--- src/rtl/asw_pkg.sv ---
// What this block does
// - Listen on antenna from default field
// - Code zero: key cache or default LSB
// - Track flag rewrites default after transmit
// - RTS on descriptor or default antenna
// - Prefer and track controls act only for code zero; RTS on default acts for any code
// - Listen and send ACK on default
// - Await ACK on the data antenna
// - Receive CTS on the data antenna
// - AP toggles key antenna every second failure
// - STA tracks default; mode II uses key
// - Sectored data on descriptor sector antenna
// - Eleven six-bit entries, selected by state
// - Antenna 1 entries in first table register
// - Antenna 2 entries in second register
// - Entry drives LNA and switches D..A
// - 2.4 GHz: two attenuation steps by strength
// - Fast diversity overrides antenna after detect
// - Reset enters idle with zero entry
package asw_pkg;
  localparam logic [15:0] OFS_IDLE_CFG = 16'h9910;
  localparam logic [15:0] OFS_TABLE1 = 16'h9960;
  localparam logic [15:0] OFS_TABLE2 = 16'h9964;
  localparam logic [15:0] OFS_LISTEN = 16'h9970;
  localparam logic [15:0] OFS_STA_ID = 16'h9974;
  localparam logic [15:0] OFS_ATTEN = 16'h9978;
  localparam logic [15:0] OFS_STATUS = 16'h997c;
  // Idle control register fields
  localparam int IDLE_RUN_BIT = 0;
  localparam int IDLE_DIV_BIT = 1;
  localparam int IDLE_BAND_BIT = 2;
  localparam int IDLE_ENTRY_LSB = 4;
  localparam int ENTRY_W = 6;
  // Station id fields
  localparam int STA_PREFER_BIT = 0;
  localparam int STA_TRACK_BIT = 1;
  localparam int STA_RTS_BIT = 2;
  // Table register fields
  localparam int TBL_TX_LSB = 0;
  localparam int TBL_RX_LSB = 6;
  localparam int TBL_A1_LSB = 12;
  localparam int TBL_A2_LSB = 18;
  localparam int TBL_A12_LSB = 24;
  localparam logic [31:0] RST_IDLE_CFG = 32'h0000_0000;
  localparam logic [31:0] RST_TABLE = 32'h0000_0000;
  localparam logic [3:0] RST_LISTEN = 4'h1;
  localparam logic [7:0] RST_ATT1 = 8'h80;
  localparam logic [7:0] RST_ATT2 = 8'hc0;
  localparam logic [3:0] ANT_ONE = 4'h1;
  localparam logic [3:0] ANT_TWO = 4'h2;
  localparam logic [3:0] ANT_INVERT = 4'hf;
  typedef enum logic [1:0] {
    XS_IDLE = 2'h0,
    XS_RX = 2'h1,
    XS_TX = 2'h2
  } asw_xstate_t;
  typedef enum logic [6:0] {
    ST_IDLE = 7'h01,
    ST_LISTEN = 7'h02,
    ST_TX_RTS = 7'h04,
    ST_WAIT_CTS = 7'h08,
    ST_TX_DATA = 7'h10,
    ST_WAIT_ACK = 7'h20,
    ST_TX_ACK = 7'h40
  } asw_state_t;
  // Antenna codes with odd LSB use the first table, even the second
  function automatic logic ant_second(input logic [3:0] code);
    ant_second = ~code[0];
  endfunction
  function automatic logic [3:0] ant_flip(input logic [3:0] code);
    ant_flip = ant_second(code) ? ANT_ONE : ANT_TWO;
  endfunction
endpackage

--- src/rtl/asw_sel_if.sv ---
`timescale 1ns/1ps
interface asw_sel_if;
  import asw_pkg::*;
  logic ant_second;
  asw_xstate_t xstate;
  logic att1;
  logic att2;
  modport ctrl (output ant_second, output xstate);
  modport att (output att1, output att2);
  modport table_side (input ant_second, input xstate, input att1, input att2);
endinterface

--- src/rtl/asw_antenna_switch.sv ---
`timescale 1ns/1ps
module asw_antenna_switch import asw_pkg::*; (
  input wire logic clock,
  input wire logic rst_n,
  input wire logic [15:0] reg_addr,
  input wire logic [31:0] reg_wdata,
  input wire logic reg_wr,
  input wire logic reg_rd,
  output logic [31:0] reg_rdata,
  input wire logic seq_start,
  input wire logic [3:0] descriptor_tx_select,
  input wire logic desc_rts_en,
  input wire logic desc_directed,
  input wire logic key_last_ant,
  input wire logic ack_send,
  input wire logic tx_end,
  input wire logic resp_ok,
  input wire logic resp_fail,
  input wire logic [7:0] rssi,
  input wire logic div_valid,
  input wire logic [3:0] div_ant,
  output logic key_ant_wr,
  output logic key_ant_new,
  output logic [3:0] chosen_ant,
  output logic lna_ctrl,
  output logic switch_out_d,
  output logic switch_out_c,
  output logic switch_out_b,
  output logic switch_out_a
);
  asw_sel_if sel ();

  logic [31:0] idle_switch_config;
  logic [31:0] switch_entries_first;
  logic [31:0] switch_entries_second;
  logic [3:0] listen_select_field;
  logic prefer_default_flag;
  logic track_last_tx_flag;
  logic rts_on_default_flag;
  logic [7:0] att1_thr;
  logic [7:0] att2_thr;
  asw_state_t state;
  asw_state_t next_state;
  logic [3:0] data_ant;
  logic [3:0] next_data_ant;
  logic auto_mode;
  logic fail_odd;
  logic [ENTRY_W-1:0] entry;
  logic [3:0] mac_ant;
  logic wr_listen_sw;
  logic track_hit;
  logic fail_event;
  logic desc_dir_q;

  // Write strobe aimed at one register
  function automatic logic wr_hit(input logic [15:0] ofs);
    wr_hit = reg_wr && (reg_addr == ofs);
  endfunction

  // Idle control word; bits beyond the named fields are plain storage
  always_ff @(posedge clock or negedge rst_n) begin
    if (!rst_n) begin
      idle_switch_config <= RST_IDLE_CFG;
    end else if (wr_hit(OFS_IDLE_CFG)) begin
      idle_switch_config <= reg_wdata;
    end
  end

  always_ff @(posedge clock or negedge rst_n) begin
    if (!rst_n) begin
      switch_entries_first <= RST_TABLE;
    end else if (wr_hit(OFS_TABLE1)) begin
      switch_entries_first <= reg_wdata;
    end
  end

  always_ff @(posedge clock or negedge rst_n) begin
    if (!rst_n) begin
      switch_entries_second <= RST_TABLE;
    end else if (wr_hit(OFS_TABLE2)) begin
      switch_entries_second <= reg_wdata;
    end
  end

  always_ff @(posedge clock or negedge rst_n) begin
    if (!rst_n) begin
      prefer_default_flag <= 1'b0;
      track_last_tx_flag <= 1'b0;
      rts_on_default_flag <= 1'b0;
    end else if (wr_hit(OFS_STA_ID)) begin
      prefer_default_flag <= reg_wdata[STA_PREFER_BIT];
      track_last_tx_flag <= reg_wdata[STA_TRACK_BIT];
      rts_on_default_flag <= reg_wdata[STA_RTS_BIT];
    end
  end

  always_ff @(posedge clock or negedge rst_n) begin
    if (!rst_n) begin
      att1_thr <= RST_ATT1;
      att2_thr <= RST_ATT2;
    end else if (wr_hit(OFS_ATTEN)) begin
      att1_thr <= reg_wdata[7:0];
      att2_thr <= reg_wdata[15:8];
    end
  end

  // Default antenna field: software writes it, tracking hardware too
  assign wr_listen_sw = reg_wr && (reg_addr == OFS_LISTEN);
  assign track_hit = (state == ST_TX_DATA) && tx_end && auto_mode && track_last_tx_flag;

  // Hardware update wins over a software write in the same cycle
  always_ff @(posedge clock or negedge rst_n) begin
    if (!rst_n) begin
      listen_select_field <= RST_LISTEN;
    end else if (track_hit) begin
      listen_select_field <= data_ant;
    end else if (wr_listen_sw) begin
      listen_select_field <= reg_wdata[3:0];
    end
  end

  // Read port: data stand one cycle after the strobe only
  always_ff @(posedge clock or negedge rst_n) begin
    if (!rst_n) begin
      reg_rdata <= '0;
    end else if (reg_rd) begin
      unique case (reg_addr)
        OFS_IDLE_CFG: reg_rdata <= idle_switch_config;
        OFS_TABLE1: reg_rdata <= switch_entries_first;
        OFS_TABLE2: reg_rdata <= switch_entries_second;
        OFS_LISTEN: reg_rdata <= {28'h0, listen_select_field};
        OFS_STA_ID: begin
          reg_rdata <= {29'h0, rts_on_default_flag, track_last_tx_flag,
                        prefer_default_flag};
        end
        OFS_ATTEN: reg_rdata <= {16'h0, att2_thr, att1_thr};
        OFS_STATUS: begin
          reg_rdata <= {10'h0, entry, fail_odd, data_ant, chosen_ant, state};
        end
        default: reg_rdata <= '0;
      endcase
    end else begin
      reg_rdata <= '0;
    end
  end

  // Transmit antenna chosen when a frame sequence starts
  always_comb begin
    next_data_ant = data_ant;
    if (descriptor_tx_select == ANT_INVERT) begin
      next_data_ant = ant_flip(data_ant);
    end else if (descriptor_tx_select != 4'h0) begin
      next_data_ant = descriptor_tx_select;
    end else if (prefer_default_flag) begin
      next_data_ant = listen_select_field[0] ? ANT_ONE : ANT_TWO;
    end else begin
      next_data_ant = key_last_ant ? ANT_TWO : ANT_ONE;
    end
  end

  always_ff @(posedge clock or negedge rst_n) begin
    if (!rst_n) begin
      data_ant <= ANT_ONE;
    end else if ((state == ST_LISTEN) && seq_start && !ack_send) begin
      data_ant <= next_data_ant;
    end else if (fail_event && fail_odd && auto_mode && !prefer_default_flag) begin
      data_ant <= ant_flip(data_ant);
    end
  end

  always_ff @(posedge clock or negedge rst_n) begin
    if (!rst_n) begin
      auto_mode <= 1'b0;
    end else if ((state == ST_LISTEN) && seq_start && !ack_send) begin
      auto_mode <= (descriptor_tx_select == 4'h0);
    end
  end

  // Sequence state
  always_comb begin
    next_state = state;
    unique case (state)
      ST_IDLE: begin
        if (idle_switch_config[IDLE_RUN_BIT]) begin
          next_state = ST_LISTEN;
        end
      end
      ST_LISTEN: begin
        if (!idle_switch_config[IDLE_RUN_BIT]) begin
          next_state = ST_IDLE;
        end else if (ack_send) begin
          next_state = ST_TX_ACK;
        end else if (seq_start) begin
          next_state = desc_rts_en ? ST_TX_RTS : ST_TX_DATA;
        end
      end
      ST_TX_RTS: begin
        if (tx_end) begin
          next_state = ST_WAIT_CTS;
        end
      end
      ST_WAIT_CTS: begin
        if (resp_ok) begin
          next_state = ST_TX_DATA;
        end else if (resp_fail) begin
          next_state = ST_LISTEN;
        end
      end
      ST_TX_DATA: begin
        if (tx_end) begin
          next_state = desc_dir_q ? ST_WAIT_ACK : ST_LISTEN;
        end
      end
      ST_WAIT_ACK: begin
        if (resp_ok || resp_fail) begin
          next_state = ST_LISTEN;
        end
      end
      ST_TX_ACK: begin
        if (tx_end) begin
          next_state = ST_LISTEN;
        end
      end
      default: next_state = ST_IDLE;
    endcase
  end

  // Directed flag held for the whole exchange
  always_ff @(posedge clock or negedge rst_n) begin
    if (!rst_n) begin
      desc_dir_q <= 1'b0;
    end else if ((state == ST_LISTEN) && seq_start && !ack_send) begin
      desc_dir_q <= desc_directed;
    end
  end

  always_ff @(posedge clock or negedge rst_n) begin
    if (!rst_n) begin
      state <= ST_IDLE;
    end else begin
      state <= next_state;
    end
  end

  // Failure parity: every second failure moves the key antenna, for code zero with prefer off
  assign fail_event = resp_fail && ((state == ST_WAIT_ACK) || (state == ST_WAIT_CTS));

  always_ff @(posedge clock or negedge rst_n) begin
    if (!rst_n) begin
      fail_odd <= 1'b0;
    end else if (fail_event) begin
      fail_odd <= ~fail_odd;
    end else if (resp_ok && (state == ST_WAIT_ACK)) begin
      fail_odd <= 1'b0;
    end
  end

  always_ff @(posedge clock or negedge rst_n) begin
    if (!rst_n) begin
      key_ant_wr <= 1'b0;
    end else begin
      key_ant_wr <= fail_event && fail_odd && auto_mode && !prefer_default_flag;
    end
  end

  always_ff @(posedge clock or negedge rst_n) begin
    if (!rst_n) begin
      key_ant_new <= 1'b0;
    end else begin
      key_ant_new <= ant_second(ant_flip(data_ant));
    end
  end

  // Antenna the MAC wants for the present state
  always_comb begin
    mac_ant = listen_select_field;
    unique case (state)
      ST_IDLE: mac_ant = listen_select_field;
      ST_LISTEN: mac_ant = listen_select_field;
      ST_TX_RTS: begin
        mac_ant = rts_on_default_flag ? listen_select_field : data_ant;
      end
      ST_WAIT_CTS: mac_ant = data_ant;
      ST_TX_DATA: mac_ant = data_ant;
      ST_WAIT_ACK: mac_ant = data_ant;
      ST_TX_ACK: mac_ant = listen_select_field;
      default: mac_ant = listen_select_field;
    endcase
  end

  // Diversity override only in the listen state, after a detect
  always_ff @(posedge clock or negedge rst_n) begin
    if (!rst_n) begin
      chosen_ant <= ANT_ONE;
    end else if (idle_switch_config[IDLE_DIV_BIT] && div_valid &&
                 (state == ST_LISTEN)) begin
      chosen_ant <= div_ant;
    end else begin
      chosen_ant <= mac_ant;
    end
  end

  always_ff @(posedge clock or negedge rst_n) begin
    if (!rst_n) begin
      sel.ant_second <= 1'b0;
    end else begin
      sel.ant_second <= ant_second(chosen_ant);
    end
  end

  always_ff @(posedge clock or negedge rst_n) begin
    if (!rst_n) begin
      sel.xstate <= XS_IDLE;
    end else begin
      unique case (state)
        ST_IDLE: sel.xstate <= XS_IDLE;
        ST_TX_RTS, ST_TX_DATA, ST_TX_ACK: sel.xstate <= XS_TX;
        default: sel.xstate <= XS_RX;
      endcase
    end
  end

  asw_atten_detect u_att (
    .clock(clock),
    .rst_n(rst_n),
    .band_24g(idle_switch_config[IDLE_BAND_BIT]),
    .rssi(rssi),
    .thr1(att1_thr),
    .thr2(att2_thr),
    .sel(sel.att)
  );

  asw_switch_table u_tbl (
    .clock(clock),
    .rst_n(rst_n),
    .idle_entry(idle_switch_config[IDLE_ENTRY_LSB +: ENTRY_W]),
    .table1(switch_entries_first),
    .table2(switch_entries_second),
    .sel(sel.table_side),
    .entry(entry)
  );

  // Entry bits 5 and 3..0 go straight to the pins; bit 4 is unused
  assign lna_ctrl = entry[5];
  assign switch_out_d = entry[3];
  assign switch_out_c = entry[2];
  assign switch_out_b = entry[1];
  assign switch_out_a = entry[0];
endmodule

--- src/rtl/asw_atten_detect.sv ---
`timescale 1ns/1ps
module asw_atten_detect import asw_pkg::*; (
  input wire logic clock,
  input wire logic rst_n,
  input wire logic band_24g,
  input wire logic [7:0] rssi,
  input wire logic [7:0] thr1,
  input wire logic [7:0] thr2,
  asw_sel_if.att sel
);
  // Attenuation only exists in the 2.4 GHz band
  always_ff @(posedge clock or negedge rst_n) begin
    if (!rst_n) begin
      sel.att1 <= 1'b0;
      sel.att2 <= 1'b0;
    end else begin
      sel.att1 <= band_24g && (rssi >= thr1);
      // Second step never without the first: its entry is unused
      sel.att2 <= band_24g && (rssi >= thr1) && (rssi >= thr2);
    end
  end
endmodule

--- src/rtl/asw_switch_table.sv ---
`timescale 1ns/1ps
module asw_switch_table import asw_pkg::*; (
  input wire logic clock,
  input wire logic rst_n,
  input wire logic [ENTRY_W-1:0] idle_entry,
  input wire logic [31:0] table1,
  input wire logic [31:0] table2,
  asw_sel_if.table_side sel,
  output logic [ENTRY_W-1:0] entry
);
  logic [31:0] tbl;
  logic [ENTRY_W-1:0] next_entry;
  always_comb begin
    tbl = sel.ant_second ? table2 : table1;
    next_entry = idle_entry;
    unique case (sel.xstate)
      XS_IDLE: next_entry = idle_entry;
      XS_TX: next_entry = tbl[TBL_TX_LSB +: ENTRY_W];
      XS_RX: begin
        unique case ({sel.att2, sel.att1})
          2'b00: next_entry = tbl[TBL_RX_LSB +: ENTRY_W];
          2'b01: next_entry = tbl[TBL_A1_LSB +: ENTRY_W];
          2'b10: next_entry = tbl[TBL_A2_LSB +: ENTRY_W];
          2'b11: next_entry = tbl[TBL_A12_LSB +: ENTRY_W];
        endcase
      end
      default: next_entry = idle_entry;
    endcase
  end
  // Registered so a selector change never glitches the switches
  always_ff @(posedge clock or negedge rst_n) begin
    if (!rst_n) begin
      entry <= '0;
    end else begin
      entry <= next_entry;
    end
  end
endmodule

--- config.mk ---
export PLATFORM = sky130hd
export DESIGN_NAME = asw_antenna_switch
export DESIGN_NICKNAME = d
export VERILOG_FILES = /design/src/rtl/asw_pkg.sv /design/src/rtl/asw_sel_if.sv /design/src/rtl/asw_antenna_switch.sv /design/src/rtl/asw_atten_detect.sv /design/src/rtl/asw_switch_table.sv
export SDC_FILE = /design/constraint.sdc
export NUM_CORES = 1
export LEC_CHECK = 0
export ABC_AREA = 1
export BUFFER_PORTS_ARGS = -buffer_cell sky130_fd_sc_hd__buf_2
export CAP_MARGIN = 20
export CORE_MARGIN = 8
export CORE_UTILIZATION = 40
export DETAILED_ROUTE_END_ITERATION = 8
export PLACE_DENSITY = 0.67
export SLEW_MARGIN = 40
export SYNTH_ARGS = -nofsm -noshare
export SYNTH_HDL_FRONTEND = slang
export SYNTH_HIERARCHICAL = 1
export SYNTH_SLANG_ARGS = --single-unit
--- constraint.sdc ---
create_clock -name clock -period 1.85 [get_ports clock]
set_input_delay 0.0925 -clock clock [delete_from_list [all_inputs] [get_ports clock]]
set_output_delay 0.0925 -clock clock [all_outputs]
set_load 0.05 [all_outputs]
== Word-level counts from Yosys, hierarchy flattened ==
Index checks and enable logic that the tools add are counted.
Widths: inputs -> output; s select.

* Bits in registers: 182
* Latch bits: 0
* Bits in writable memories: 0
* Bits in read-only memories: 0
* Input bits: 77
* Output and inout port bits: 43
* Memories kept: 0

* $add $sub $neg: 0
* $mul: 0
* Divide/modulo/power cells: 0
* $lt $le $gt $ge: 2
* Eq/ne operators: 27
* Shifts and indexed selects: 0
* Multiplexer cells: 34
* Bitwise operators: 3
* Reduce and logical (&&, ||, !) cells: 33

{| class="wikitable"
|+ Operator list
! kind !! count
|-
| $pmux 32 s7 || 1
|-
| $eq 16x16->1 const B || 7
|-
| $mux 7 || 10
|-
| $pmux 7 s7 || 1
|-
| $mux 32 || 1
|-
| $mux 4 || 8
|-
| $mux 30 || 1
|-
| $pmux 6 s4 || 1
|-
| $logic_and 1x1->1 || 20
|-
| $ge 8x8->1 || 2
|-
| $pmux 6 s2 || 1
|-
| $ne 2x2->1 const B || 5
|-
| $mux 2 || 4
|-
| $pmux 4 s2 || 1
|-
| $eq 7x1->1 const B || 1
|-
| $eq 7x2->1 const B || 1
|-
| $eq 7x3->1 const B || 1
|-
| $eq 7x4->1 const B || 1
|-
| $eq 7x5->1 const B || 1
|-
| $eq 7x6->1 const B || 1
|-
| $eq 7x7->1 const B || 1
|-
| $reduce_and 7->1 || 1
|-
| $eq 2x2->1 const B || 3
|-
| $mux 6 || 1
|-
| 15 further kinds || 24
|}

== Logic depth before layout (Yosys ltp) ==
* Word-level depth: 8
* Mapped depth: 12
* Depth with buffers taken out: 11

== Modules after synthesis ==
Netlist, hierarchy kept.

{| class="wikitable"
|+ By module, submodules not included
! module !! times used !! cells an instance !! area each (um^2) !! sequential area each (um^2)
|-
| asw_antenna_switch || 1 || 991 || 7,970.1 || 4,362.9
|-
| asw_switch_table || 1 || 194 || 933.4 || 150.1
|-
| asw_atten_detect || 1 || 71 || 489.2 || 50.0
|}

== Worst setup path before layout ==
OpenSTA, ideal clock, no wires.

* Path type: register to register
* Start point: reg state[3]
* End point: reg listen_select_field[1]
* Setup time: 0.124 ns
* Data arrival time: 1.401 ns
* Required time: 1.726 ns
* Slack: 0.325 ns
* Cell stages (with the launch flop): 8
* Cells stage by stage: dfrtp_1 -> nor2_2 -> nand2_1 -> nor2_1 -> nand4_1 -> buf_2 -> o211ai_1 -> nand2_1

* Cells in the longest elaborated chain, start to end: 5
* Elaborated cells on any way between the ends: 6

{| class="wikitable"
|+ RTL lines
! what !! RTL line !! text
|-
| from (decl) || asw_antenna_switch.sv:42 || <nowiki>asw_state_t state;</nowiki>
|-
| from (signal assigned) || asw_antenna_switch.sv:241 || <nowiki>state <= next_state;</nowiki>
|-
| $eq 7x5->1 * || asw_antenna_switch.sv:109 || <nowiki>assign track_hit = (state == ST_TX_DATA) && tx_end && auto_mode && track_last_tx_flag;</nowiki>
|-
| $logic_and 1x1->1 * (3 in a row) || asw_antenna_switch.sv:109 ||
|-
| $mux 4 or $reduce_bool 2->1 (tied branches) || -- ||
|-
| to (signal assigned) || asw_antenna_switch.sv:116 || <nowiki>listen_select_field <= data_ant;</nowiki>
|-
| to (signal assigned) || asw_antenna_switch.sv:118 || <nowiki>listen_select_field <= reg_wdata[3:0];</nowiki>
|-
| to (decl) || asw_antenna_switch.sv:36 || <nowiki>logic [3:0] listen_select_field;</nowiki>
|}

Mark *: on every way between the ends. The rest lies on a longest branch, timed or not.
A chain may end at the register's enable or synchronous reset.

== Worst setup path in the final report ==
* Start point: reg state[0]
* End point: reg state[5]

* Cells in the longest elaborated chain, start to end: 3
* Elaborated cells on any way between the ends: 16

{| class="wikitable"
|+ RTL lines
! what !! RTL line !! text
|-
| $eq 7x2->1 (tied with other cells) || asw_antenna_switch.sv:182 || <nowiki>unique case (state)</nowiki>
|-
| $ne 4x4->1 (no line) (tied with other cells) || -- ||
|-
| $reduce_and 7->1 (no line) || -- ||
|}

Parallel ways exist; a longest one is shown, timed or not.

==> flow_results.xml <==
<?xml version="1.0" encoding="UTF-8"?>
<metrics>
  <group name="global_route">
    <metric name="grt_remaining_overflow" unit="">0</metric>
    <metric name="grt_max_degree" unit="">53</metric>
    <metric name="vias_in_the_first_global_route" unit="">8310</metric>
    <metric name="grt_pass1_wl" unit="um">43800</metric>
    <metric name="aggregate_global_route_resource_usage" unit="%">19.2</metric>
    <metric name="number_of_antenna_violations_at_the_first_check_in_global_routing" unit="">0</metric>
  </group>
  <group name="status">
    <metric name="result_of_the_run" unit="">completed</metric>
  </group>
  <group name="finish">
    <metric name="final.fill_count" unit="">2315</metric>
    <metric name="final_nets" unit="">1521</metric>
    <metric name="layout-area-overhead-vs-synth" unit="%">22.1</metric>
    <metric name="layout-drive-gt1-share" unit="%">16.7</metric>
    <metric name="layout.cell_area.non_filler" unit="sq um">11500</metric>
    <metric name="utilization" unit="%">49.3</metric>
  </group>
  <group name="synth">
    <metric name="synth_top_cell_area_share" unit="%">46.6</metric>
    <metric name="syn_nets" unit="">1351</metric>
    <metric name="synth_enable_flop_cells" unit="">0</metric>
    <metric name="yosys_register_bits" unit="">182</metric>
    <metric name="asyncSetResetFlopFracSynth" unit="%">100</metric>
    <metric name="synth.yosys.warnings" unit="">6</metric>
    <metric name="avgSynthCellArea" unit="sq um">7.48</metric>
    <metric name="synth_flop_cell" unit="">sky130_fd_sc_hd__dfrtp_1</metric>
    <metric name="post_synth_inst_count" unit="">1256</metric>
    <metric name="ys_top_cells_by_area" unit="">sky130_fd_sc_hd__dfrtp_1 (47%), sky130_fd_sc_hd__nand2_1 (18%), sky130_fd_sc_hd__inv_1 (5.7%), sky130_fd_sc_hd__nor2_1 (4.7%), sky130_fd_sc_hd__o21ai_1 (4.3%)</metric>
    <metric name="seq_area_frac_synth" unit="%">48.6</metric>
    <metric name="synthDominantAreaCellType" unit="">sky130_fd_sc_hd__dfrtp_1</metric>
    <metric name="netlist_area" unit="sq um">9390</metric>
    <metric name="ys_types" unit="">31</metric>
  </group>
  <group name="cts">
    <metric name="cts-htree-levels" unit="">4</metric>
    <metric name="cts.clk_slew.worst_paths" unit="ps">70</metric>
    <metric name="cts-buffers-inserted" unit="">17</metric>
    <metric name="clk_latency" unit="ps">430</metric>
    <metric name="clock_sink_count" unit="">182</metric>
    <metric name="clk_path_buf_depth" unit="">2</metric>
    <metric name="clock-root-buffer" unit="">sky130_fd_sc_hd__clkbuf_16</metric>
    <metric name="cts_tree" unit="">done</metric>
  </group>
  <group name="floorplanning">
    <metric name="num_io_pins" unit="">120</metric>
    <metric name="die_span_in_y" unit="um">169</metric>
    <metric name="fp.coreArea" unit="sq um">23300</metric>
    <metric name="die_width" unit="um">169</metric>
    <metric name="initial_standard_cell_utilization_of_the_core" unit="%">40.4</metric>
    <metric name="die_area" unit="sq um">28600</metric>
    <metric name="placementRows" unit="">56</metric>
  </group>
  <group name="timing">
    <metric name="setup_tns" unit="ps">0</metric>
    <metric name="finalMaxSlewViolations" unit="">0</metric>
    <metric name="maxSlewHeadroom" unit="%">65.6</metric>
    <metric name="setup_violations" unit="">0</metric>
    <metric name="finalCritPeriodShare" unit="%">92.6</metric>
    <metric name="finalHoldViolations" unit="">0</metric>
    <metric name="tightest_slew" unit="ps">516</metric>
    <metric name="clock_skew" unit="ps">7.11</metric>
    <metric name="final_critical_path_setup_slack" unit="ps">137</metric>
    <metric name="achievable-frequency" unit="MHz">584</metric>
    <metric name="post-route-min-period" unit="ps">1710</metric>
  </group>
  <group name="setup_path">
    <metric name="r2r_setup_slack" unit="ps">140</metric>
    <metric name="critical_path_class" unit="">register to register</metric>
    <metric name="critical_path_required" unit="ps">2160</metric>
    <metric name="regToRegStartpoint" unit="">state[0]</metric>
    <metric name="cp_max_fo" unit="">7</metric>
    <metric name="worstPathArrival" unit="ps">2030</metric>
    <metric name="kind_of_capture_point_of_the_worst_setup_path" unit="">register</metric>
    <metric name="setup.worst_path.start_class" unit="">register</metric>
    <metric name="reg2reg_to" unit="">state[5]</metric>
    <metric name="r2r_cells" unit="">9</metric>
  </group>
  <group name="routing">
    <metric name="routed-wl-met3" unit="um">1520</metric>
    <metric name="vias" unit="">8484</metric>
    <metric name="drt-total-wl" unit="um">26500</metric>
    <metric name="routedWlPerCell" unit="um">15.1</metric>
    <metric name="maxUsedRoutingLayer" unit="">met4</metric>
    <metric name="routed_via_density" unit="">4.82</metric>
    <metric name="met2RoutedLength" unit="um">12400</metric>
    <metric name="postRouteAntennaNets" unit="">0</metric>
    <metric name="drt_iter0_markers" unit="">630</metric>
    <metric name="drt_drc_violations_left" unit="">0</metric>
    <metric name="route.layer.met1.wl" unit="um">11900</metric>
    <metric name="drtPass1Iterations" unit="">5</metric>
  </group>
  <group name="power_and_ir_drop">
    <metric name="leakagePower" unit="nW">5.92</metric>
    <metric name="ir_drop" unit="V">0.000630</metric>
    <metric name="cellPowerDensity" unit="nW/um^2">794</metric>
  </group>
  <group name="worst_hold_path">
    <metric name="timing.hold.worst.start" unit="">reg_wdata[6]</metric>
    <metric name="hold_path_class" unit="">primary input to register</metric>
    <metric name="holdPathStages" unit="">3</metric>
    <metric name="min_delay_worst_endpoint" unit="">idle_switch_config[6]</metric>
  </group>
  <group name="placed_design">
    <metric name="detailed_place_hpwl" unit="um">19800</metric>
    <metric name="gp_congestion" unit="">0.922</metric>
    <metric name="placement.io_buffers" unit="">119</metric>
    <metric name="dpl-instance-area" unit="sq um">10500</metric>
    <metric name="detailedPlace.worstSlack" unit="ps">124</metric>
  </group>
  <group name="flow_run">
    <metric name="drv.max_cap_violation_count" unit="">0</metric>
  </group>
</metrics>
metrics by stage:
step / hold slack (ps) / total power [mW] / cells
2_1_floorplan: -203 / 5.02 / 1256
3_3_place_gp: 94.6 / 5.49 / 1685
3_5_place_dp: 92.7 / 5.50 / 1685
4_1_cts: 1.94 / 9.14 / 1757
5_1_grt: 8.27 / 9.48 / 1758
6_report: 4.12 / 9.10 / 1759
placed cells by master, fill, tap and decap left out, types with 18 or more instances in the layout:
cell type,count
sky130_fd_sc_hd__inv_1,143
sky130_fd_sc_hd__o21ai_0,59
sky130_fd_sc_hd__nand2_1,440
sky130_fd_sc_hd__a21oi_1,21
sky130_fd_sc_hd__buf_2,118
sky130_fd_sc_hd__nor2_1,117
sky130_fd_sc_hd__buf_4,35
sky130_fd_sc_hd__dfrtp_1,174
sky130_fd_sc_hd__nand4_1,30
sky130_fd_sc_hd__dlygate4sd3_1,40
sky130_fd_sc_hd__ha_1,18
sky130_fd_sc_hd__nand3_1,57
sky130_fd_sc_hd__o21ai_1,80
Yosys cell counts, types with 2 or more instances:
cell type and instances:
sky130_fd_sc_hd__nand2_1 441, sky130_fd_sc_hd__dfrtp_1 175, sky130_fd_sc_hd__inv_1 143, sky130_fd_sc_hd__nor2_1 118, sky130_fd_sc_hd__o21ai_1 80, sky130_fd_sc_hd__nand3_1 59, sky130_fd_sc_hd__o21ai_0 59, sky130_fd_sc_hd__buf_2 31
sky130_fd_sc_hd__nand4_1 30, sky130_fd_sc_hd__a21oi_1 21, sky130_fd_sc_hd__ha_1 18, sky130_fd_sc_hd__nor2_2 13, sky130_fd_sc_hd__inv_2 8, sky130_fd_sc_hd__nand2_2 8, sky130_fd_sc_hd__clkbuf_1 7, sky130_fd_sc_hd__dfstp_2 7
sky130_fd_sc_hd__buf_6 5, sky130_fd_sc_hd__nor2_4 5, sky130_fd_sc_hd__o211ai_1 5, sky130_fd_sc_hd__nand3_2 4, sky130_fd_sc_hd__o22ai_1 4, sky130_fd_sc_hd__buf_4 3, sky130_fd_sc_hd__a31oi_1 2, sky130_fd_sc_hd__nand3b_1 2
sky130_fd_sc_hd__nor3_1 2
critical path, cell delays in order (launching register included):
cell and delay [ps]:
sky130_fd_sc_hd__dfstp_2 540, sky130_fd_sc_hd__nor2_1 60, sky130_fd_sc_hd__nand2_1 120, sky130_fd_sc_hd__inv_1 70
sky130_fd_sc_hd__nand2_1 110, sky130_fd_sc_hd__nand2_1 110, sky130_fd_sc_hd__a21oi_1 230, sky130_fd_sc_hd__nand3_2 180
sky130_fd_sc_hd__nand2_1 100, sky130_fd_sc_hd__o21ai_0 80
what timing repair did:
| item | 4_1_cts | 5_1_grt |
|---|---|---|
| setup buffers | 0 | 1 |
| endpoints found under the setup margin | 0 | 13 |
| hold buffers | 40 | 0 |
| hold endpoints to repair | 127 | 0 |
| gates resized for setup | 0 | 5 |
metal layers:
metal  vias to the layer above  global-route usage, %
li1                       4288                      -
met5                         -                      0
met2                       251                   31.0
met3                        46                   3.75
met4                         0                   7.16
met1                      3899                   25.3
state kept, by name, summed over array words and instances (netlist names), 2 cells and up:
register / cells
chosen_ant: 4
switch_entries_second: 32
listen_select_field: 4
reg_rdata: 32
sel.xstate: 2
state: 7
switch_entries_first: 32
idle_switch_config: 32
att1_thr: 8
att2_thr: 8
data_ant: 4
u_tbl/entry: 6
layout make-up:
| type | instances | area, sq um | share of cell area, % |
|---|---|---|---|
| flip-flops and latches | 182 | 4560 | 39.8 |
| multi-input cells | 876 | 4010 | 35.0 |
| repair buffers | 198 | 1350 | 11.7 |
| inverters | 151 | 567 | 4.94 |
| clock buffers | 21 | 450 | 3.93 |
| well taps | 319 | 399 | 3.48 |
| clock inverters | 11 | 124 | 1.08 |
| diodes | 1 | 2.50 | 0.0218 |
power by group:
group / switching [mW] / internal [mW]
logic: 0.845 / 0.383
clock network: 1.57 / 2.03
registers: 0.134 / 4.14
total: 2.55 / 6.56
worst max path at each step:
| stage | depth (start not counted) | slack [ps] | start | endpoint |
|---|---|---|---|---|
| finish | 9 | 140 | state[0] | state[5] |
| global route | 11 | -40 | state[3] | data_ant[0] |
| CTS | 11 | 110 | state[6] | data_ant[0] |
| detailed placement | 11 | 120 | reg_addr[1] | reg_rdata[11] |
| global placement | 11 | 150 | state[6] | data_ant[1] |
| floorplan | 7 | 330 | state[3] | listen_select_field[1] |
logic make-up (layout without fill, tap and decap cells):
family | Yosys count | after routing | synth area share [%]
AND/OR/NAND/NOR | 686 | 686 | 30.8
buffers and inverters | 198 | 381 | 8.85
flip-flops | 182 | 182 | 48.6
AO/OA/AOI/OAI | 172 | 172 | 9.40
adder cells (fa/ha/maj) | 18 | 18 | 2.40
other | 0 | 1 | 0
Note: power is estimated with default switching activity, not from simulation.
